==> src/rtl/vgc_pkg.sv <==
// Package with register map, field positions and codes for the graphics controller
package vgc_pkg;
	// I/O port addresses
	localparam logic [15:0] VGC_ADR_MISC_W  = 16'h03C2;
	localparam logic [15:0] VGC_ADR_INPUT_STATUS_ZERO  = 16'h03C2;
	localparam logic [15:0] VGC_ADR_MISC_R  = 16'h03CC;
	localparam logic [15:0] VGC_ADR_SEQ_X   = 16'h03C4;
	localparam logic [15:0] VGC_ADR_SEQ_D   = 16'h03C5;
	localparam logic [15:0] VGC_ADR_GC_X    = 16'h03CE;
	localparam logic [15:0] VGC_ADR_GC_D    = 16'h03CF;
	localparam logic [15:0] VGC_ADR_STAT_M  = 16'h03BA;
	localparam logic [15:0] VGC_ADR_STAT_C  = 16'h03DA;
	// Graphics controller indices
	localparam logic [3:0] VGC_GI_SETRST = 4'h0;
	localparam logic [3:0] VGC_GI_SRENA  = 4'h1;
	localparam logic [3:0] VGC_GI_CCMP   = 4'h2;
	localparam logic [3:0] VGC_GI_ROT    = 4'h3;
	localparam logic [3:0] VGC_GI_RMAP   = 4'h4;
	localparam logic [3:0] VGC_GI_MODE   = 4'h5;
	localparam logic [3:0] VGC_GI_MISC   = 4'h6;
	localparam logic [3:0] VGC_GI_CARE   = 4'h7;
	localparam logic [3:0] VGC_GI_MASK   = 4'h8;
	// Sequencer indices
	localparam logic [2:0] VGC_SI_RST    = 3'h0;
	localparam logic [2:0] VGC_SI_CLK    = 3'h1;
	localparam logic [2:0] VGC_SI_MMASK  = 3'h2;
	localparam logic [2:0] VGC_SI_CMAP   = 3'h3;
	localparam logic [2:0] VGC_SI_MEM    = 3'h4;
	// Write masks of implemented bits
	localparam logic [7:0] VGC_WM_ROT    = 8'h1F;
	localparam logic [7:0] VGC_WM_RMAP   = 8'h03;
	localparam logic [7:0] VGC_WM_MODE   = 8'h7B;
	localparam logic [7:0] VGC_WM_MISC   = 8'h0F;
	localparam logic [7:0] VGC_WM_NIB    = 8'h0F;
	localparam logic [7:0] VGC_WM_SRST   = 8'h03;
	localparam logic [7:0] VGC_WM_SCLK   = 8'h3D;
	localparam logic [7:0] VGC_WM_SCMAP  = 8'h3F;
	localparam logic [7:0] VGC_WM_SMEM   = 8'h0E;
	localparam logic [7:0] VGC_WM_MISCO  = 8'hEF;
	// Reset values
	localparam logic [7:0] VGC_RST_ZERO  = 8'h00;
	localparam logic [7:0] VGC_RST_MASK  = 8'hFF;
	// Fixed input status 0 bits: switch sense and feature inputs
	localparam logic [7:0] VGC_INPUT_STATUS_ZERO_FIX = 8'h70;
	// Field positions
	localparam int VGC_F_ROT_LO   = 0;
	localparam int VGC_F_FUN_LO   = 3;
	localparam int VGC_F_WRM_LO   = 0;
	localparam int VGC_F_RDMODE   = 3;
	localparam int VGC_F_RODDEV   = 4;
	localparam int VGC_F_INTLV    = 5;
	localparam int VGC_F_WIDE     = 6;
	localparam int VGC_F_GRSEL    = 0;
	localparam int VGC_F_CHODD    = 1;
	localparam int VGC_F_MAP_LO   = 2;
	localparam int VGC_F_IOSEL    = 0;
	localparam int VGC_F_RAMEN    = 1;
	localparam int VGC_F_CLK_LO   = 2;
	localparam int VGC_F_PAGE     = 5;
	localparam int VGC_F_HPOL     = 6;
	localparam int VGC_F_VPOL     = 7;
	localparam int VGC_F_CHAIN_FOUR_BIT   = 3;
	localparam int VGC_F_VINT     = 7;
	localparam int VGC_F_DISP     = 0;
	localparam int VGC_F_VRET     = 3;
	localparam int VGC_F_DIAG_LO  = 4;
	localparam int VGC_HOST_A16   = 16;
	// Write mode codes
	typedef enum logic [1:0] {
		VGC_WM0 = 2'h0,
		VGC_WM1 = 2'h1,
		VGC_WM2 = 2'h2,
		VGC_WM3 = 2'h3
	} vgc_wmode_t;
	// Logic unit function codes
	typedef enum logic [1:0] {
		VGC_FN_PASS = 2'h0,
		VGC_FN_AND  = 2'h1,
		VGC_FN_OR   = 2'h2,
		VGC_FN_XOR  = 2'h3
	} vgc_func_t;
	// Memory window codes and bounds (host address bits 19:12)
	localparam logic [1:0] VGC_MAP_128K = 2'h0;
	localparam logic [1:0] VGC_MAP_A64K = 2'h1;
	localparam logic [1:0] VGC_MAP_B32K = 2'h2;
	localparam logic [7:0] VGC_WIN_A0   = 8'hA0;
	localparam logic [7:0] VGC_WIN_B0   = 8'hB0;
	localparam logic [7:0] VGC_WIN_B8   = 8'hB8;
	localparam logic [7:0] VGC_WIN_END  = 8'hC0;
	// Clock source codes
	localparam logic [1:0] VGC_CLK_25M  = 2'h0;
	localparam logic [1:0] VGC_CLK_28M  = 2'h1;
endpackage

==> src/rtl/vgc_write_path.sv <==
// Write datapath: rotation, set/reset, logic unit and pixel mask
`timescale 1ns/1ps
module vgc_write_path
	import vgc_pkg::*;
(
	// Controls
	input  wire logic [1:0]  wr_mode,
	input  wire logic [2:0]  rot_cnt,
	input  wire logic [1:0]  func_sel,
	input  wire logic [3:0]  set_reset,
	input  wire logic [3:0]  set_reset_en,
	input  wire logic [7:0]  bit_mask,
	// Data
	input  wire logic [7:0]  host_byte,
	input  wire logic [31:0] latch_data,
	output logic      [31:0] plane_out
);
	logic [7:0]  rot_byte;
	logic [7:0]  pix_mask;

	// Right rotate of host byte
	assign rot_byte = 8'((host_byte >> rot_cnt) | (host_byte << (4'd8 - rot_cnt)));

	// Effective pixel mask; mode 3 ANDs rotated data with mask
	assign pix_mask = (wr_mode == VGC_WM3) ? (rot_byte & bit_mask) : bit_mask;

	// Per plane source selection and logic unit
	genvar p;
	generate
		for (p = 0; p < 4; p++) begin : g_plane
			logic [7:0] src_p;
			logic [7:0] alu_p;
			logic [7:0] out_p;
			always_comb begin
				case (wr_mode)
					VGC_WM0: src_p = set_reset_en[p] ? {8{set_reset[p]}}
						: rot_byte;
					VGC_WM2: src_p = {8{host_byte[p]}};
					VGC_WM3: src_p = {8{set_reset[p]}};
					default: src_p = latch_data[p*8 +: 8];
				endcase
				case (func_sel)
					VGC_FN_AND: alu_p = src_p & latch_data[p*8 +: 8];
					VGC_FN_OR:  alu_p = src_p | latch_data[p*8 +: 8];
					VGC_FN_XOR: alu_p = src_p ^ latch_data[p*8 +: 8];
					default:    alu_p = src_p;
				endcase
				if (wr_mode == VGC_WM1) begin
					out_p = latch_data[p*8 +: 8];
				end else begin
					out_p = (alu_p & pix_mask)
						| (latch_data[p*8 +: 8] & ~pix_mask);
				end
			end
			// One driver per plane slice
			assign plane_out[p*8 +: 8] = out_p;
		end
	endgenerate
endmodule

==> src/rtl/vgc_read_path.sv <==
// Read datapath: plane select and colour compare
`timescale 1ns/1ps
module vgc_read_path
	import vgc_pkg::*;
(
	// Controls
	input  wire logic        rd_mode,
	input  wire logic [1:0]  plane_sel,
	input  wire logic [3:0]  ref_colour,
	input  wire logic [3:0]  care_en,
	// Data
	input  wire logic [31:0] latch_data,
	output logic      [7:0]  read_byte
);
	logic [7:0] cmp;

	// Colour compare per pixel, only cared planes count
	genvar b;
	generate
		for (b = 0; b < 8; b++) begin : g_pix
			assign cmp[b] = ~|(({latch_data[24+b], latch_data[16+b],
				latch_data[8+b], latch_data[b]} ^ ref_colour) & care_en);
		end
	endgenerate

	// Read mode selects compare or plane
	assign read_byte = rd_mode ? cmp : latch_data[plane_sel*8 +: 8];
endmodule

==> src/rtl/vgc_regs.sv <==
// Graphics controller register bank and datapath top
// Functional notes
// - Mode 0 right-rotates host byte
// - Logic unit: pass, AND, OR, XOR
// - Read mode 0 uses read plane field
// - Mode 0 rotates then applies set/reset
// - Mode 1 writes latches directly
// - Mode 2 replicates data bit per plane
// - Mode 3 expands set/reset, rotated data masks
// - Read mode bit picks compare; chain-four overrides read plane
// - Read odd/even puts A0 in plane bit 0
// - Interleave and wide colour load controls
// - Graphics select: alpha or graphics mode
// - Chain odd/even replaces memory A0
// - Map window field sets host window
// - Only cared planes join colour compare
// - Zero mask bit keeps pixel unchanged
// - Status 0 fixed switch and feature bits
// - Status 0 bit 7 shows pending retrace
// - Status 1 display-inactive and retrace bits
// - Diagnostic bits follow colour mux field
// - Address select moves CRTC/status ports
// - Clock select picks source clock
// - Sync polarity bits invert sync pulses
`timescale 1ns/1ps
module vgc_regs
	import vgc_pkg::*;
(
	// Clock and reset
	input  wire logic        sys_clk,
	input  wire logic        arst_n,
	// Host I/O register port
	input  wire logic [15:0] io_addr,
	input  wire logic        io_wr,
	input  wire logic        io_rd,
	input  wire logic [7:0]  io_wdata,
	output logic      [7:0]  io_rdata,
	output logic             io_hit,
	// Host frame buffer access
	input  wire logic [19:0] mem_addr,
	input  wire logic        mem_wr,
	input  wire logic        mem_rd,
	input  wire logic [7:0]  mem_wdata,
	output logic      [7:0]  mem_rdata,
	output logic             mem_hit,
	// Video memory side
	input  wire logic [31:0] vram_rdata,
	output logic      [31:0] vram_wdata,
	output logic      [15:0] vram_addr,
	output logic      [3:0]  vram_plane_we,
	// Display status inputs
	input  wire logic        vint_pending,
	input  wire logic        disp_inactive,
	input  wire logic        vretrace_act,
	input  wire logic [1:0]  colour_mux_sel,
	input  wire logic [7:0]  attr_colour,
	input  wire logic        hsync_raw,
	input  wire logic        vsync_raw,
	// Controls to display side
	output logic             crtc_cga_map,
	output logic [1:0]       clock_source,
	output logic             ext_pixel_clk,
	output logic             hsync_out,
	output logic             vsync_out,
	output logic             graphics_mode,
	output logic             interleave_en,
	output logic             wide_colour_load_bit,
	output logic [7:0]       seq_clock_mode
);
	logic [1:0]  rst_sync_q;
	logic        rst_n;
	logic [7:0]  misc_q;
	logic [3:0]  gc_idx_q;
	logic [2:0]  seq_idx_q;
	logic [7:0]  setrst_q, srena_q, ccmp_q, rot_q, rmap_q;
	logic [7:0]  mode_q, gmisc_q, care_q, mask_q;
	logic [7:0]  srst_q, sclk_q, mmask_q, cmap_q, smem_q;
	logic [31:0] latch_q;
	logic [7:0]  gc_rd, seq_rd, stat0, stat1;
	logic [1:0]  diag;
	logic [1:0]  rd_plane;
	logic [7:0]  rd_byte;
	logic [31:0] wr_planes;
	logic        in_win;
	logic [7:0]  pg;
	logic        stat_addr;
	logic        chain_four_bit;
	logic [3:0]  we_planes;
	// Reset release through two flip-flops
	always_ff @(posedge sys_clk or negedge arst_n) begin
		if (!arst_n) begin
			rst_sync_q <= 2'h0;
		end else begin
			rst_sync_q <= {rst_sync_q[0], 1'b1};
		end
	end
	assign rst_n = rst_sync_q[1];
	// Status port follows I/O address select
	assign stat_addr = (io_addr == (misc_q[VGC_F_IOSEL] ? VGC_ADR_STAT_C
		: VGC_ADR_STAT_M));
	// Miscellaneous output register
	always_ff @(posedge sys_clk or negedge rst_n) begin
		if (!rst_n) begin
			misc_q <= VGC_RST_ZERO;
		end else if (io_wr && io_addr == VGC_ADR_MISC_W) begin
			misc_q <= io_wdata & VGC_WM_MISCO;
		end
	end
	// Index registers
	always_ff @(posedge sys_clk or negedge rst_n) begin
		if (!rst_n) begin
			gc_idx_q  <= 4'h0;
			seq_idx_q <= 3'h0;
		end else if (io_wr) begin
			if (io_addr == VGC_ADR_GC_X) begin
				gc_idx_q <= io_wdata[3:0];
			end else if (io_addr == VGC_ADR_SEQ_X) begin
				seq_idx_q <= io_wdata[2:0];
			end
		end
	end
	// Graphics controller data registers
	always_ff @(posedge sys_clk or negedge rst_n) begin
		if (!rst_n) begin
			setrst_q <= VGC_RST_ZERO;
			srena_q  <= VGC_RST_ZERO;
			ccmp_q   <= VGC_RST_ZERO;
			rot_q    <= VGC_RST_ZERO;
			rmap_q   <= VGC_RST_ZERO;
			mode_q   <= VGC_RST_ZERO;
			gmisc_q  <= VGC_RST_ZERO;
			care_q   <= VGC_RST_ZERO;
			mask_q   <= VGC_RST_MASK;
		end else if (io_wr && io_addr == VGC_ADR_GC_D) begin
			if (gc_idx_q == VGC_GI_SETRST) begin
				setrst_q <= io_wdata & VGC_WM_NIB;
			end else if (gc_idx_q == VGC_GI_SRENA) begin
				srena_q <= io_wdata & VGC_WM_NIB;
			end else if (gc_idx_q == VGC_GI_CCMP) begin
				ccmp_q <= io_wdata & VGC_WM_NIB;
			end else if (gc_idx_q == VGC_GI_ROT) begin
				rot_q <= io_wdata & VGC_WM_ROT;
			end else if (gc_idx_q == VGC_GI_RMAP) begin
				rmap_q <= io_wdata & VGC_WM_RMAP;
			end else if (gc_idx_q == VGC_GI_MODE) begin
				mode_q <= io_wdata & VGC_WM_MODE;
			end else if (gc_idx_q == VGC_GI_MISC) begin
				gmisc_q <= io_wdata & VGC_WM_MISC;
			end else if (gc_idx_q == VGC_GI_CARE) begin
				care_q <= io_wdata & VGC_WM_NIB;
			end else if (gc_idx_q == VGC_GI_MASK) begin
				mask_q <= io_wdata;
			end
		end
	end
	// Sequencer data registers
	always_ff @(posedge sys_clk or negedge rst_n) begin
		if (!rst_n) begin
			srst_q  <= VGC_RST_ZERO;
			sclk_q  <= VGC_RST_ZERO;
			mmask_q <= VGC_RST_ZERO;
			cmap_q  <= VGC_RST_ZERO;
			smem_q  <= VGC_RST_ZERO;
		end else if (io_wr && io_addr == VGC_ADR_SEQ_D) begin
			if (seq_idx_q == VGC_SI_RST) begin
				srst_q <= io_wdata & VGC_WM_SRST;
			end else if (seq_idx_q == VGC_SI_CLK) begin
				sclk_q <= io_wdata & VGC_WM_SCLK;
			end else if (seq_idx_q == VGC_SI_MMASK) begin
				mmask_q <= io_wdata & VGC_WM_NIB;
			end else if (seq_idx_q == VGC_SI_CMAP) begin
				cmap_q <= io_wdata & VGC_WM_SCMAP;
			end else if (seq_idx_q == VGC_SI_MEM) begin
				smem_q <= io_wdata & VGC_WM_SMEM;
			end
		end
	end
	// Indexed read muxes; reserved indices read zero
	always_comb begin
		case (gc_idx_q)
			VGC_GI_SETRST: gc_rd = setrst_q;
			VGC_GI_SRENA:  gc_rd = srena_q;
			VGC_GI_CCMP:   gc_rd = ccmp_q;
			VGC_GI_ROT:    gc_rd = rot_q;
			VGC_GI_RMAP:   gc_rd = rmap_q;
			VGC_GI_MODE:   gc_rd = mode_q;
			VGC_GI_MISC:   gc_rd = gmisc_q;
			VGC_GI_CARE:   gc_rd = care_q;
			VGC_GI_MASK:   gc_rd = mask_q;
			default:       gc_rd = VGC_RST_ZERO;
		endcase
		case (seq_idx_q)
			VGC_SI_RST:   seq_rd = srst_q;
			VGC_SI_CLK:   seq_rd = sclk_q;
			VGC_SI_MMASK: seq_rd = mmask_q;
			VGC_SI_CMAP:  seq_rd = cmap_q;
			VGC_SI_MEM:   seq_rd = smem_q;
			default:      seq_rd = VGC_RST_ZERO;
		endcase
	end
	// Diagnostic pair from attribute colour outputs
	always_comb begin
		case (colour_mux_sel)
			2'h0:    diag = {attr_colour[2], attr_colour[0]};
			2'h1:    diag = {attr_colour[5], attr_colour[4]};
			2'h2:    diag = {attr_colour[3], attr_colour[1]};
			default: diag = {attr_colour[7], attr_colour[6]};
		endcase
	end
	// Input status registers
	always_comb begin
		stat0 = VGC_INPUT_STATUS_ZERO_FIX;
		stat0[VGC_F_VINT] = vint_pending;
		stat1 = VGC_RST_ZERO;
		stat1[VGC_F_DISP] = disp_inactive;
		stat1[VGC_F_VRET] = vretrace_act;
		stat1[VGC_F_DIAG_LO +: 2] = diag;
	end
	// Registered I/O read data
	always_ff @(posedge sys_clk or negedge rst_n) begin
		if (!rst_n) begin
			io_rdata <= VGC_RST_ZERO;
		end else if (io_rd) begin
			if (io_addr == VGC_ADR_INPUT_STATUS_ZERO) begin
				io_rdata <= stat0;
			end else if (io_addr == VGC_ADR_MISC_R) begin
				io_rdata <= misc_q;
			end else if (stat_addr) begin
				io_rdata <= stat1;
			end else if (io_addr == VGC_ADR_GC_X) begin
				io_rdata <= {4'h0, gc_idx_q};
			end else if (io_addr == VGC_ADR_GC_D) begin
				io_rdata <= gc_rd;
			end else if (io_addr == VGC_ADR_SEQ_X) begin
				io_rdata <= {5'h00, seq_idx_q};
			end else if (io_addr == VGC_ADR_SEQ_D) begin
				io_rdata <= seq_rd;
			end else begin
				io_rdata <= VGC_RST_ZERO;
			end
		end
	end
	// Decoded port hit
	assign io_hit = io_addr == VGC_ADR_INPUT_STATUS_ZERO || io_addr == VGC_ADR_MISC_R
		|| stat_addr || io_addr == VGC_ADR_GC_X || io_addr == VGC_ADR_GC_D
		|| io_addr == VGC_ADR_SEQ_X || io_addr == VGC_ADR_SEQ_D;
	// Host window decode
	assign pg = mem_addr[19:12];
	always_comb begin
		case (gmisc_q[VGC_F_MAP_LO +: 2])
			VGC_MAP_128K: in_win = pg >= VGC_WIN_A0 && pg < VGC_WIN_END;
			VGC_MAP_A64K: in_win = pg >= VGC_WIN_A0 && pg < VGC_WIN_B0;
			VGC_MAP_B32K: in_win = pg >= VGC_WIN_B0 && pg < VGC_WIN_B8;
			default:      in_win = pg >= VGC_WIN_B8 && pg < VGC_WIN_END;
		endcase
	end
	assign mem_hit = in_win && misc_q[VGC_F_RAMEN];
	// Memory address with chain odd/even substitution
	always_comb begin
		vram_addr = mem_addr[15:0];
		if (gmisc_q[VGC_F_CHODD]) begin
			if (gmisc_q[VGC_F_MAP_LO +: 2] == VGC_MAP_128K) begin
				vram_addr[0] = mem_addr[VGC_HOST_A16];
			end else begin
				vram_addr[0] = misc_q[VGC_F_PAGE];
			end
		end
	end
	// Read plane: chain four, odd/even, or map field
	assign chain_four_bit = smem_q[VGC_F_CHAIN_FOUR_BIT];
	always_comb begin
		rd_plane = rmap_q[1:0];
		if (chain_four_bit) begin
			rd_plane = mem_addr[1:0];
		end else if (mode_q[VGC_F_RODDEV]) begin
			rd_plane[0] = mem_addr[0];
		end
	end
	// Plane write enables from map mask, or one-hot from address bits 1:0 in chain four
	assign we_planes = chain_four_bit ? 4'(4'h1 << mem_addr[1:0]) : mmask_q[3:0];
	assign vram_plane_we = (mem_wr && mem_hit) ? we_planes : 4'h0;
	// Processor latches load on every frame buffer read that hits the window with RAM enabled
	always_ff @(posedge sys_clk or negedge rst_n) begin
		if (!rst_n) begin
			latch_q <= 32'h0000_0000;
		end else if (mem_rd && mem_hit) begin
			latch_q <= vram_rdata;
		end
	end
	// Registered host read data
	always_ff @(posedge sys_clk or negedge rst_n) begin
		if (!rst_n) begin
			mem_rdata <= VGC_RST_ZERO;
		end else if (mem_rd && mem_hit) begin
			mem_rdata <= rd_byte;
		end
	end
	// Read datapath
	vgc_read_path u_rd (
		.rd_mode    (mode_q[VGC_F_RDMODE]),
		.plane_sel  (rd_plane),
		.ref_colour (ccmp_q[3:0]),
		.care_en    (care_q[3:0]),
		.latch_data (vram_rdata),
		.read_byte  (rd_byte)
	);
	// Write datapath
	vgc_write_path u_wr (
		.wr_mode      (mode_q[VGC_F_WRM_LO +: 2]),
		.rot_cnt      (rot_q[VGC_F_ROT_LO +: 3]),
		.func_sel     (rot_q[VGC_F_FUN_LO +: 2]),
		.set_reset    (setrst_q[3:0]),
		.set_reset_en (srena_q[3:0]),
		.bit_mask     (mask_q),
		.host_byte    (mem_wdata),
		.latch_data   (latch_q),
		.plane_out    (wr_planes)
	);
	assign vram_wdata = wr_planes;
	// Display side controls
	assign crtc_cga_map         = misc_q[VGC_F_IOSEL];
	assign clock_source         = misc_q[VGC_F_CLK_LO +: 2];
	assign ext_pixel_clk        = misc_q[VGC_F_CLK_LO + 1];
	assign graphics_mode        = gmisc_q[VGC_F_GRSEL];
	assign interleave_en        = mode_q[VGC_F_INTLV];
	assign wide_colour_load_bit = mode_q[VGC_F_WIDE];
	assign seq_clock_mode       = sclk_q;
	// Sync polarity inversion
	assign hsync_out = hsync_raw ^ misc_q[VGC_F_HPOL];
	assign vsync_out = vsync_raw ^ misc_q[VGC_F_VPOL];
	// Checks
	a_sync_polar: assert property (@(posedge sys_clk) disable iff (!rst_n)
		hsync_out == (hsync_raw ^ misc_q[VGC_F_HPOL]))
		else $error("hsync polarity wrong");
	a_status_fixed: assert property (@(posedge sys_clk) disable iff (!rst_n)
		(io_rd && io_addr == VGC_ADR_INPUT_STATUS_ZERO) |=> io_rdata[6:4] == 3'h7)
		else $error("status 0 fixed bits wrong");
	a_vint_flag: assert property (@(posedge sys_clk) disable iff (!rst_n)
		(io_rd && io_addr == VGC_ADR_INPUT_STATUS_ZERO)
		|=> io_rdata[VGC_F_VINT] == $past(vint_pending))
		else $error("retrace interrupt bit wrong");
	a_stat1_bits: assert property (@(posedge sys_clk) disable iff (!rst_n)
		(io_rd && stat_addr && io_addr != VGC_ADR_INPUT_STATUS_ZERO)
		|=> io_rdata[VGC_F_VRET] == $past(vretrace_act)
		&& io_rdata[VGC_F_DISP] == $past(disp_inactive))
		else $error("status 1 bits wrong");
	a_mode1_copy: assert property (@(posedge sys_clk) disable iff (!rst_n)
		mode_q[1:0] == VGC_WM1 |-> vram_wdata == latch_q)
		else $error("mode 1 not latch copy");
	a_mask_keep: assert property (@(posedge sys_clk) disable iff (!rst_n)
		mode_q[1:0] != VGC_WM3 |-> ((vram_wdata ^ latch_q)
		& ~{4{mask_q}}) == 32'h0)
		else $error("masked bit changed");
	a_chain_a0: assert property (@(posedge sys_clk) disable iff (!rst_n)
		(gmisc_q[VGC_F_CHODD] && gmisc_q[3:2] == VGC_MAP_128K)
		|-> vram_addr[0] == mem_addr[VGC_HOST_A16])
		else $error("chain odd/even address wrong");
	a_win_a64: assert property (@(posedge sys_clk) disable iff (!rst_n)
		(gmisc_q[3:2] == VGC_MAP_A64K && pg >= VGC_WIN_B0) |-> !in_win)
		else $error("window decode wrong");
	a_plane_read: assert property (@(posedge sys_clk) disable iff (!rst_n)
		(mem_rd && mem_hit && !mode_q[VGC_F_RDMODE] && !chain_four_bit
		&& !mode_q[VGC_F_RODDEV])
		|=> mem_rdata == $past(vram_rdata[rmap_q[1:0]*8 +: 8]))
		else $error("plane read wrong");
endmodule

==> config.mk <==
export PLATFORM = sky130hd
export DESIGN_NAME = vgc_regs
export DESIGN_NICKNAME = d
export VERILOG_FILES = /design/src/rtl/vgc_pkg.sv /design/src/rtl/vgc_write_path.sv /design/src/rtl/vgc_read_path.sv /design/src/rtl/vgc_regs.sv
export SDC_FILE = /design/constraint.sdc
export NUM_CORES = 1
export LEC_CHECK = 0
export ABC_AREA = 1
export CORE_ASPECT_RATIO = 0.75
export CORE_MARGIN = 2
export CORE_UTILIZATION = 50
export DETAILED_ROUTE_END_ITERATION = 16
export DONT_BUFFER_PORTS = 1
export PLACE_DENSITY = 0.69
export SKIP_CTS_REPAIR_TIMING = 1
export SYNTH_ARGS = -nofsm -noshare
export SYNTH_HDL_FRONTEND = slang
export SYNTH_SLANG_ARGS = --single-unit
==> constraint.sdc <==
create_clock -name sys_clk -period 4.4 [get_ports sys_clk]
set_input_delay 0.44 -clock sys_clk [delete_from_list [all_inputs] [get_ports sys_clk]]
set_output_delay 0.44 -clock sys_clk [all_outputs]
set_load 0.03 [all_outputs]
Word-level counts from Yosys, hierarchy flattened
Cells that the tools add are included. W data, S select, Z words.

Muxes and demuxes: 37. Shift-type cells: 4. Reductions and logical operators: 53. $lt $le $gt $ge: 6. Bitwise gates (word level): 58. Add/sub/neg operators: 1. Equal/unequal tests: 29.

Operators with widths (number): $pmux W8 S3 (8); $mux W8 (17); $and A8 B8 Y8 (13); $eq A16 B10 Y1 const B (6); $or A8 B8 Y8 (9); $pmux W8 S9 (1); $and A4 B4 Y4 (8); $reduce_or A4 Y1 (8); $shiftx A32 B6 Y8 (1); $xor A4 B4 Y4 (8); $xor A8 B8 Y8 (4); $pmux W6 S5 (1); $ge A8 B8 Y1 const B (3); $lt A8 B8 Y1 const B (3); $eq A16 B10 Y1 (1); $eq A4 B3 Y1 const B (4); $not A1 Y1 (13); $eq A2 B2 Y1 const B (6); $reduce_and A6 Y1 (2); $logic_and A1 B1 Y1 (10); $reduce_and A10 Y1 (1); $reduce_and A5 Y1 (2); $reduce_and A3 Y1 (3); $reduce_and A9 Y1 (1); other kinds (27) (55).

Logic and storage cells: 209. Register bits after elaboration: 125. Input bits: 105. Output and inout port bits: 87.

Depth between registers and ports, before layout
Gate-level depths: netlist of run 1.

Depth in word-level cells: 10. Mapped depth: 20. Mapped depth without buffers: 19.

By module
From an unflattened synthesis of run 1, not the netlist that was laid out.

Cell total of the unflattened synthesis: 1713. Area total of the unflattened synthesis: 10598.9 sq um.

Modules (own cells, without submodules): vgc_regs (area each 6341.1 sq um, sequential area each 3138.0 sq um, cells each 835, instances 1); vgc_write_path (area each 3240.6 sq um, sequential area each 0.0 sq um, cells each 635, instances 1); vgc_read_path (area each 1017.2 sq um, sequential area each 0.0 sq um, cells each 243, instances 1).

Least setup slack after synthesis of run 1
No wires, ideal clock.

Path kind: flip-flop to output port. Start point: reg rot_q[0]. End point: out vram_wdata[7]. Required time: 3.960 ns. Slack: 1.230 ns. Cell stages (with the launch flop): 20. Data arrival time: 2.730 ns. Path buffers: 2. Cell sequence: dfrtp_1 inv_2 buf_6 ha_1 buf_2 inv_1 nand3_2 o21a_2 nand2_1 and2_4 nand2_1 nand2_1 nand3_1 ha_1 a221oi_1 nor2_1 inv_1 nand4_1 nand2_1 nand2_1.

Cells in the longest elaborated chain, start to end: 10. Elaborated cells on any way between the ends: 17. Classes of those cells: add/sub: 1; shift: 2; mux: 5; bitwise: 9.

RTL lines: start, declared (RTL line vgc_regs.sv:75) `logic [7:0] setrst_q, srena_q, ccmp_q, rot_q, rmap_q;`; start signal, assigned (RTL line vgc_regs.sv:142) `rot_q <= io_wdata & VGC_WM_ROT;`; $sub A4 B3 Y4 (RTL line vgc_write_path.sv:22) `assign rot_byte = 8'((host_byte >> rot_cnt) | (host_byte << (4'd8 - rot_cnt)));`; $shl A8 B4 Y8 (RTL line vgc_write_path.sv:22); $or A8 B8 Y8 (*) (RTL line vgc_write_path.sv:22); $mux W8 (RTL line vgc_write_path.sv:36) `VGC_WM0: src_p = set_reset_en[p] ? {8{set_reset[p]}}`; $pmux W8 S3 (RTL line vgc_write_path.sv:35) `case (wr_mode)`; $xor A8 B8 Y8 (tied with other cells) (RTL line vgc_write_path.sv:45) `VGC_FN_XOR: alu_p = src_p ^ latch_data[p*8 +: 8];`; $pmux W8 S3 (RTL line vgc_write_path.sv:42) `case (func_sel)`; $and A8 B8 Y8 (RTL line vgc_write_path.sv:51) `out_p = (alu_p & pix_mask)`; $or A8 B8 Y8 (*) (RTL line vgc_write_path.sv:52) `| (latch_data[p*8 +: 8] & ~pix_mask);`; $mux W8 (*) (RTL line vgc_write_path.sv:48) `if (wr_mode == VGC_WM1) begin`; end, declared (RTL line vgc_regs.sv:48) `output logic [31:0] vram_wdata,`.

Every way passes the cells marked *; elsewhere a longest branch is shown, timed or not.

Final worst setup path of run 1
Ends and elaborated chain as after synthesis.

==> impl_metrics.sql, run 1 <==
INSERT INTO impl_metrics (metric_group, metric, value, unit) VALUES
('run_status', 'run_status', 'complete, no violations', ''),
('logic_synthesis', 'postSynthRegisterBits', '125', ''),
('critical_path', 'cp-start-kind', 'flip-flop', ''),
('detailed_routing', 'final_ant_viol_nets', '0', ''),
('detailed_routing', 'residual_drc', '0', ''),
('finish', 'layout-area-overhead-vs-synth', '5.87', '%'),
('critical_path', 'worst_ep_required_time', '3960', 'ps'),
('power', 'p_comb_share', '5.7', '%'),
('finish', 'layoutNonFillerInstCount', '1812', ''),
('power', 'power.internal', '2.06', 'mW'),
('detailed_routing', 'viasPerCell', '5.90', ''),
('sta', 'layout_worst_path_cycle_share', '92.6', '%'),
('detailed_routing', 'drtIter0Drc', '1221', ''),
('run', 'maxCapViolCount', '0', ''),
('finish', 'finalInstanceArea', '10900', 'µm²'),
('finish', 'most_frequent_cells_in_the_layout', '490 x sky130_fd_sc_hd__nand2_1, 146 x sky130_fd_sc_hd__o21ai_0, 145 x sky130_fd_sc_hd__inv_1', ''),
('global_route', 'initial_antenna_violation_count', '0', ''),
('detailed_routing', 'wl_per_cell', '18.8', 'µm'),
('logic_synthesis', 'yosysSeqAreaShare', '30.5', '%'),
('power', 'netSwitchingFraction', '25.2', '%'),
('power', 'max-vdd-ir-drop', '0.244', 'mV'),
('sta', 'hold-worst-slack', '120', 'ps'),
('logic_synthesis', 'synth.largest_area_cell', 'sky130_fd_sc_hd__dfrtp_1', ''),
('min_path', 'min_path_type', 'primary input to flip-flop', ''),
('sta', 'fin_setup_tns', '0', 'ps'),
('global_route', 'gr-usage-all-layers', '31.8', '%'),
('logic_synthesis', 'ys_dominant_reg_cell', 'sky130_fd_sc_hd__dfrtp_1', ''),
('placement', 'numPortBuffers', '0', ''),
('placement', 'post-place-ws', '687', 'ps'),
('critical_path', 'r2r_cells', '7', ''),
('finish', 'mostFrequentLayoutCell', 'sky130_fd_sc_hd__nand2_1', ''),
('sta', 'timing.clock.skew', '13.2', 'ps'),
('sta', 'hold_vio_cnt_final', '0', ''),
('min_path', 'timing.hold.worst_path_depth', '2', ''),
('clock_network', 'clock_sink_count', '125', ''),
('clock_network', 'cts_root_buf', 'sky130_fd_sc_hd__clkbuf_16', ''),
('die', 'placement_row_count', '45', ''),
('die', 'vertical_die_dimension', '128', 'µm'),
('clock_network', 'htreeDepth', '4', ''),
('logic_synthesis', 'dominant_cells_by_area_after_synthesis', 'sky130_fd_sc_hd__dfrtp_1 28%, sky130_fd_sc_hd__nand2_1 18%, sky130_fd_sc_hd__o21ai_0 7.1%', ''),
('critical_path', 'end_kind', 'primary output', ''),
('power', 'static-leakage-power', '5.39', 'nW'),
('power', 'power-per-cell-area', '253', 'nW/µm²'),
('clock_network', 'worst_setup_hold_path_clk_slew', '60', 'ps'),
('detailed_routing', 'totalWireLength', '34.0', 'mm'),
('critical_path', 'critical_path.slowest_cell', 'sky130_fd_sc_hd__dfrtp_2', ''),
('critical_path', 'worst_path_most_repeated_cell', 'sky130_fd_sc_hd__nand2_1', ''),
('critical_path', 'worstPathCellList', 'inv_2 > ha_1 > inv_1 > o21a_2 > nand2_1 > and2_4 > nand2_1 > nand2_1 > nand3_1 > ha_1 > a221oi_1 > nor2_1 > inv_1 > nand4_1 > nand2_1 > nand2_1', ''),
('finish', 'layout.area.seq', '3140', 'µm²'),
('sta', 'max_clock_freq', '245', 'MHz'),
('placement', 'placed_instance_area', '10300', 'µm²'),
('detailed_routing', 'detailed_routing_iterations_pass_1', '6', ''),
('clock_network', 'clock_latency_on_the_worst_skew_pair', '430', 'ps'),
('placement', 'place.detailed.hpwl', '25.5', 'mm'),
('logic_synthesis', 'syn_inst', '1583', ''),
('global_route', 'grt_pass1_vias', '9666', ''),
('finish', 'fillers', '2025', ''),
('logic_synthesis', 'async_s_r_ff_share_synth', '100', '%'),
('logic_synthesis', 'ys_warn_count', '0', ''),
('sta', 'max_slew.worst_pin.slew', '1170', 'ps'),
('sta', 'setup_viol', '0', ''),
('global_route', 'grt_pass1_wl', '53.3', 'mm'),
('die', 'floorplan.core_area', '20200', 'µm²'),
('clock_network', 'cts_tree', 'yes', ''),
('logic_synthesis', 'netlist_area_before_placement', '10300', 'µm²'),
('sta', 'grt_setup_unrepaired', 'no', ''),
('power', 'power_frac_clock', '52.0', '%'),
('power', 'switching_component_of_the_power', '0.694', 'mW'),
('logic_synthesis', 'syn-mean-instance-area', '6.50', 'µm²'),
('power', 'power.sequential.fraction', '42.3', '%'),
('placement', 'place.gp.congestion', '0.955', '');
worst max-delay path: cells and delay by family (launching register included):
| family | cells | cell delay, ps |
|---|---|---|
| AO/OA/AOI/OAI | 2 | 620 |
| adder cells (fa/ha/maj) | 2 | 780 |
| buffers and inverters | 3 | 410 |
| flip-flops | 1 | 470 |
| AND/OR/NAND/NOR | 9 | 930 |
worst paths after layout:
kind,startpoint,to,slack (ps)
max,rot_q[0],vram_wdata[7],330
max in group asynchronous,rst_sync_q[1],rot_q[0],3060
min in group asynchronous,arst_n,rst_sync_q[1],230
max reg2reg,misc_q[1],mem_rdata[2],1930
min,vram_rdata[16],latch_q[16],120
min reg2reg,rst_sync_q[1],seq_clock_mode[0],350
layout make-up:
type	count	area share, %
clock inverter	13	1.42
clock buffer	19	4.06
tap	258	2.96
multi-input combinational	1219	56.0
sequential	125	28.8
inverter	167	5.89
timing repair buffer	11	0.781
state kept, by name (all words and copies together) (netlist names), 6 cells and up:
signal and cells:
cmap_q 6, io_rdata 8, latch_q 32, mask_q 8
mem_rdata 8, misc_q 7, mode_q 6
kinds of logic (layout without fill, tap and decap cells):
group	Yosys count	count (layout)	share of synthesized area, %
AND/OR/NAND/NOR	849	849	36.8
AO/OA/AOI/OAI	330	330	18.0
buffers and inverters	241	210	10.3
flip-flops	125	125	30.5
adder cells (fa/ha/maj)	33	33	4.01
XOR/XNOR	3	3	0.255
other	2	4	0.0730
power groups by stage:
| stage | combinational, mW | clock [mW] | sequential (mW) |
|---|---|---|---|
| 4_1_cts | 0.154 | 1.44 | 1.17 |
| 5_1_grt | 0.176 | 1.50 | 1.17 |
| 3_3_place_gp | 0.150 | 0 | 1.19 |
| 2_1_floorplan | 0.131 | 0 | 1.19 |
| 6_report | 0.156 | 1.43 | 1.16 |
| 3_5_place_dp | 0.153 | 0 | 1.19 |
metrics by stage:
stage          util (%)  power (mW)
4_1_cts            53.9        2.76
2_1_floorplan         -        1.32
3_3_place_gp       50.9        1.34
5_1_grt            53.9        2.84
6_report           53.9        2.75
3_5_place_dp       50.9        1.34
routing by layer:
layer | share of wire, % | up-vias | GRT usage [%] | wire [µm]
li1 | - | 5154 | - | -
met1 | 45 | 4929 | 47.2 | 15500
met2 | 40 | 552 | 44.1 | 13700
met3 | 13 | 56 | 10.7 | 4350
met4 | 1.6 | 0 | 7.89 | 530
met5 | 0 | - | 0 | 0
synthesized netlist by cell type (2+ instances only):
cell type / n
sky130_fd_sc_hd__and2_4: 3
sky130_fd_sc_hd__nor3_1: 11
sky130_fd_sc_hd__o21ai_0: 146
sky130_fd_sc_hd__buf_4: 23
sky130_fd_sc_hd__nand3b_1: 5
sky130_fd_sc_hd__a221oi_1: 13
sky130_fd_sc_hd__dfrtp_1: 117
sky130_fd_sc_hd__buf_6: 4
sky130_fd_sc_hd__nand3_1: 112
sky130_fd_sc_hd__nand2_2: 18
sky130_fd_sc_hd__nand4_1: 37
sky130_fd_sc_hd__a31oi_1: 4
sky130_fd_sc_hd__nand2_1: 491
sky130_fd_sc_hd__inv_2: 15
sky130_fd_sc_hd__inv_4: 2
sky130_fd_sc_hd__o21ai_2: 2
sky130_fd_sc_hd__nand3_2: 19
sky130_fd_sc_hd__xor2_1: 2
sky130_fd_sc_hd__inv_1: 145
sky130_fd_sc_hd__nand3_4: 2
sky130_fd_sc_hd__o21ai_4: 4
sky130_fd_sc_hd__conb_1: 2
sky130_fd_sc_hd__clkinv_1: 3
sky130_fd_sc_hd__nor2_8: 2
sky130_fd_sc_hd__o22ai_1: 8
sky130_fd_sc_hd__a311oi_1: 3
sky130_fd_sc_hd__nor2_1: 129
sky130_fd_sc_hd__buf_2: 23
sky130_fd_sc_hd__o21ai_1: 47
sky130_fd_sc_hd__nor3_2: 2
sky130_fd_sc_hd__dfstp_2: 8
sky130_fd_sc_hd__a22oi_1: 2
sky130_fd_sc_hd__ha_1: 33
sky130_fd_sc_hd__a21oi_1: 77
sky130_fd_sc_hd__o211ai_1: 19
sky130_fd_sc_hd__clkbuf_1: 24
sky130_fd_sc_hd__nor2_2: 6
sky130_fd_sc_hd__nor2_4: 6
No activity file was read; power rests on OpenSTA's default activity.
==> run 2: changes to the inputs <==
--- a/config.mk
+++ b/config.mk
@@ -9,6 +9,7 @@
 export CORE_ASPECT_RATIO = 0.75
 export CORE_MARGIN = 2
 export CORE_UTILIZATION = 50
+export CTS_CLUSTER_SIZE = 24
 export DETAILED_ROUTE_END_ITERATION = 16
 export DONT_BUFFER_PORTS = 1
 export PLACE_DENSITY = 0.69
==> constraint.sdc (replaced) <==
create_clock -name sys_clk -period 4 [get_ports sys_clk]
set_input_delay 0.4 -clock sys_clk [delete_from_list [all_inputs] [get_ports sys_clk]]
set_output_delay 0.4 -clock sys_clk [all_outputs]
set_load 0.03 [all_outputs]
==> impl_metrics.sql, run 2 (synthesis results as in run 1) <==
INSERT INTO impl_metrics (metric_group, metric, value, unit) VALUES
('run_status', 'run_status', 'complete, no violations', ''),
('die', 'die_x', '170', 'µm'),
('die', 'ioPinCount', '192', ''),
('finish', 'post_route_cells_drive_above_1_share', '9.97', '%'),
('clock_network', 'cts_tree', 'yes', ''),
('sta', 'layout_worst_path_cycle_share', '94.0', '%'),
('critical_path', 'r2r_cells', '6', ''),
('detailed_routing', 'wire_length_on_met2', '13.5', 'mm'),
('global_route', 'initial_antenna_violation_count', '0', ''),
('detailed_routing', 'route.vias.total', '10700', ''),
('detailed_routing', 'detailed_routing_iterations_pass_1', '5', ''),
('detailed_routing', 'route.top_layer_used', 'met4', ''),
('sta', 'max_clock_freq', '266', 'MHz'),
('sta', 'fin_setup_tns', '0', 'ps'),
('placement', 'numPortBuffers', '0', ''),
('detailed_routing', 'viasPerCell', '5.85', ''),
('power', 'totalPowerFinal', '3.05', 'mW'),
('detailed_routing', 'residual_drc', '0', ''),
('sta', 'final-max-slew-violation-count', '0', ''),
('power', 'max-vdd-ir-drop', '0.300', 'mV'),
('clock_network', 'clock_latency_on_the_worst_skew_pair', '420', 'ps'),
('finish', 'mostFrequentLayoutCell', 'sky130_fd_sc_hd__nand2_1', ''),
('sta', 'timing.slew.headroom', '23.7', '%'),
('min_path', 'min_path_type', 'primary input to flip-flop', ''),
('die', 'placement_row_count', '45', ''),
('die', 'floorplan.core_area', '20200', 'µm²'),
('min_path', 'timing.hold.worst_path_depth', '2', ''),
('critical_path', 'cp-start-kind', 'flip-flop', ''),
('clock_network', 'htreeDepth', '4', ''),
('critical_path', 'crit_fanout', '8', ''),
('clock_network', 'cts_buffers', '17', ''),
('die', 'initial_core_util', '50.9', '%'),
('clock_network', 'clock_sink_count', '125', ''),
('finish', 'largest-register', 'latch_q', ''),
('critical_path', 'worstSetupPathType', 'flip-flop to primary output', ''),
('finish', 'largest_register_ffs', '32', ''),
('power', 'power-per-cell-area', '276', 'nW/µm²'),
('power', 'static-leakage-power', '5.46', 'nW'),
('detailed_routing', 'met3_routed_wl', '4.32', 'mm'),
('die', 'vertical_die_dimension', '128', 'µm'),
('detailed_routing', 'totalWireLength', '34.1', 'mm'),
('critical_path', 'critPathArrivalTime', '3360', 'ps'),
('run', 'maxCapViolCount', '0', ''),
('sta', 'max_slew.worst_pin.slew', '1140', 'ps'),
('finish', 'num_antenna_cells', '0', ''),
('global_route', 'grt_overflow_total', '0', ''),
('finish', 'most_frequent_cells_in_the_layout', '489 x sky130_fd_sc_hd__nand2_1, 146 x sky130_fd_sc_hd__o21ai_0, 144 x sky130_fd_sc_hd__inv_1', ''),
('detailed_routing', 'wirelength_met1', '15.7', 'mm'),
('sta', 'hold_vio_cnt_final', '0', ''),
('global_route', 'gr-usage-all-layers', '31.6', '%'),
('clock_network', 'worst_setup_hold_path_clk_slew', '60', 'ps'),
('critical_path', 'worst_ep_required_time', '3600', 'ps'),
('clock_network', 'cts_root_buf', 'sky130_fd_sc_hd__clkbuf_16', ''),
('placement', 'place.detailed.hpwl', '25.8', 'mm'),
('sta', 'setup_viol', '0', ''),
('global_route', 'grt_max_degree', '78', ''),
('sta', 'grt_setup_unrepaired', 'no', ''),
('finish', 'finish.net_count', '1690', ''),
('global_route', 'grt_pass1_vias', '9549', ''),
('finish', 'layout-area-overhead-vs-synth', '7.04', '%'),
('critical_path', 'end_kind', 'primary output', ''),
('detailed_routing', 'drtIter0Drc', '1281', ''),
('detailed_routing', 'final_ant_viol_nets', '0', ''),
('die', 'dieArea', '21800', 'µm²'),
('detailed_routing', 'wl_per_cell', '18.7', 'µm'),
('sta', 'fin_crit', '3760', 'ps'),
('sta', 'timing.clock.skew', '13.5', 'ps'),
('placement', 'place.gp.congestion', '0.965', ''),
('global_route', 'grt_pass1_wl', '53.1', 'mm'),
('clock_network', 'clk_path_buf_depth', '2', '');
[run 2: cell types whose count changed in the layout (fill, tap and decap cells not counted), moves of 2 or more]
cell | before | now
sky130_fd_sc_hd__clkbuf_8 | 1 | 4
sky130_fd_sc_hd__clkinv_4 | 3 | 1
sky130_fd_sc_hd__buf_4 | 10 | 20
sky130_fd_sc_hd__inv_8 | 2 | 0
[run 2: layout make-up]
type	count	area [µm²]
fillers	2004	9200
multi-input cells	1219	6120
flip-flops and latches	125	3140
inverters	167	644
clock buffers	22	484
well taps	258	323
repair buffers	22	180
clock inverters	10	124
[run 2: metrics by stage]
stage	util [%]	hold WS (ps)	area [µm²]	std cells	worst slack [ps]
2_1_floorplan	-	104	10300	1585	274
4_1_cts	54.3	-344	11000	1819	-39.3
3_3_place_gp	51.3	104	10400	1787	504
6_report	54.5	86.3	11000	1823	239
5_1_grt	54.5	87.5	11000	1823	9.34
3_5_place_dp	51.3	104	10400	1787	420
[run 2: layer usage]
metal / GRT usage [%] / vias to the layer above
met5: 0 / -
met3: 10.4 / 57
met4: 8.25 / 0
met1: 47.0 / 4911
li1: - / 5175
met2: 43.6 / 526
[run 2: power breakdown]
part / switching [mW] / internal, mW
Sequential: 0.0193 / 1.27
Combinational: 0.118 / 0.0477
Clock: 0.600 / 0.993
[run 2: final timing paths]
| path | from | end | slack [ps] |
|---|---|---|---|
| min reg2reg | rst_sync_q[0] | rst_sync_q[1] | 350 |
| min | io_wdata[7] | mask_q[7] | 90 |
| max | rot_q[1] | vram_wdata[15] | 240 |
| min in group asynchronous | arst_n | rst_sync_q[1] | 200 |
| max in group asynchronous | rst_sync_q[1] | mask_q[0] | 2640 |
| max reg2reg | misc_q[1] | mem_rdata[2] | 1350 |
[run 2: critical path: stages (launching register included)]
cell,delay (ps)
sky130_fd_sc_hd__dfrtp_2,460
sky130_fd_sc_hd__inv_2,170
sky130_fd_sc_hd__ha_2,360
sky130_fd_sc_hd__inv_2,140
sky130_fd_sc_hd__nand3_2,80
sky130_fd_sc_hd__o21a_2,130
sky130_fd_sc_hd__nand2_1,80
sky130_fd_sc_hd__and2_4,170
sky130_fd_sc_hd__nand2_1,50
sky130_fd_sc_hd__nand2_1,90
sky130_fd_sc_hd__nand3_1,70
sky130_fd_sc_hd__ha_1,300
sky130_fd_sc_hd__a221oi_1,330
sky130_fd_sc_hd__nor2_1,70
sky130_fd_sc_hd__inv_1,60
sky130_fd_sc_hd__nand4_1,90
sky130_fd_sc_hd__nand2_1,100
sky130_fd_sc_hd__nand2_1,190
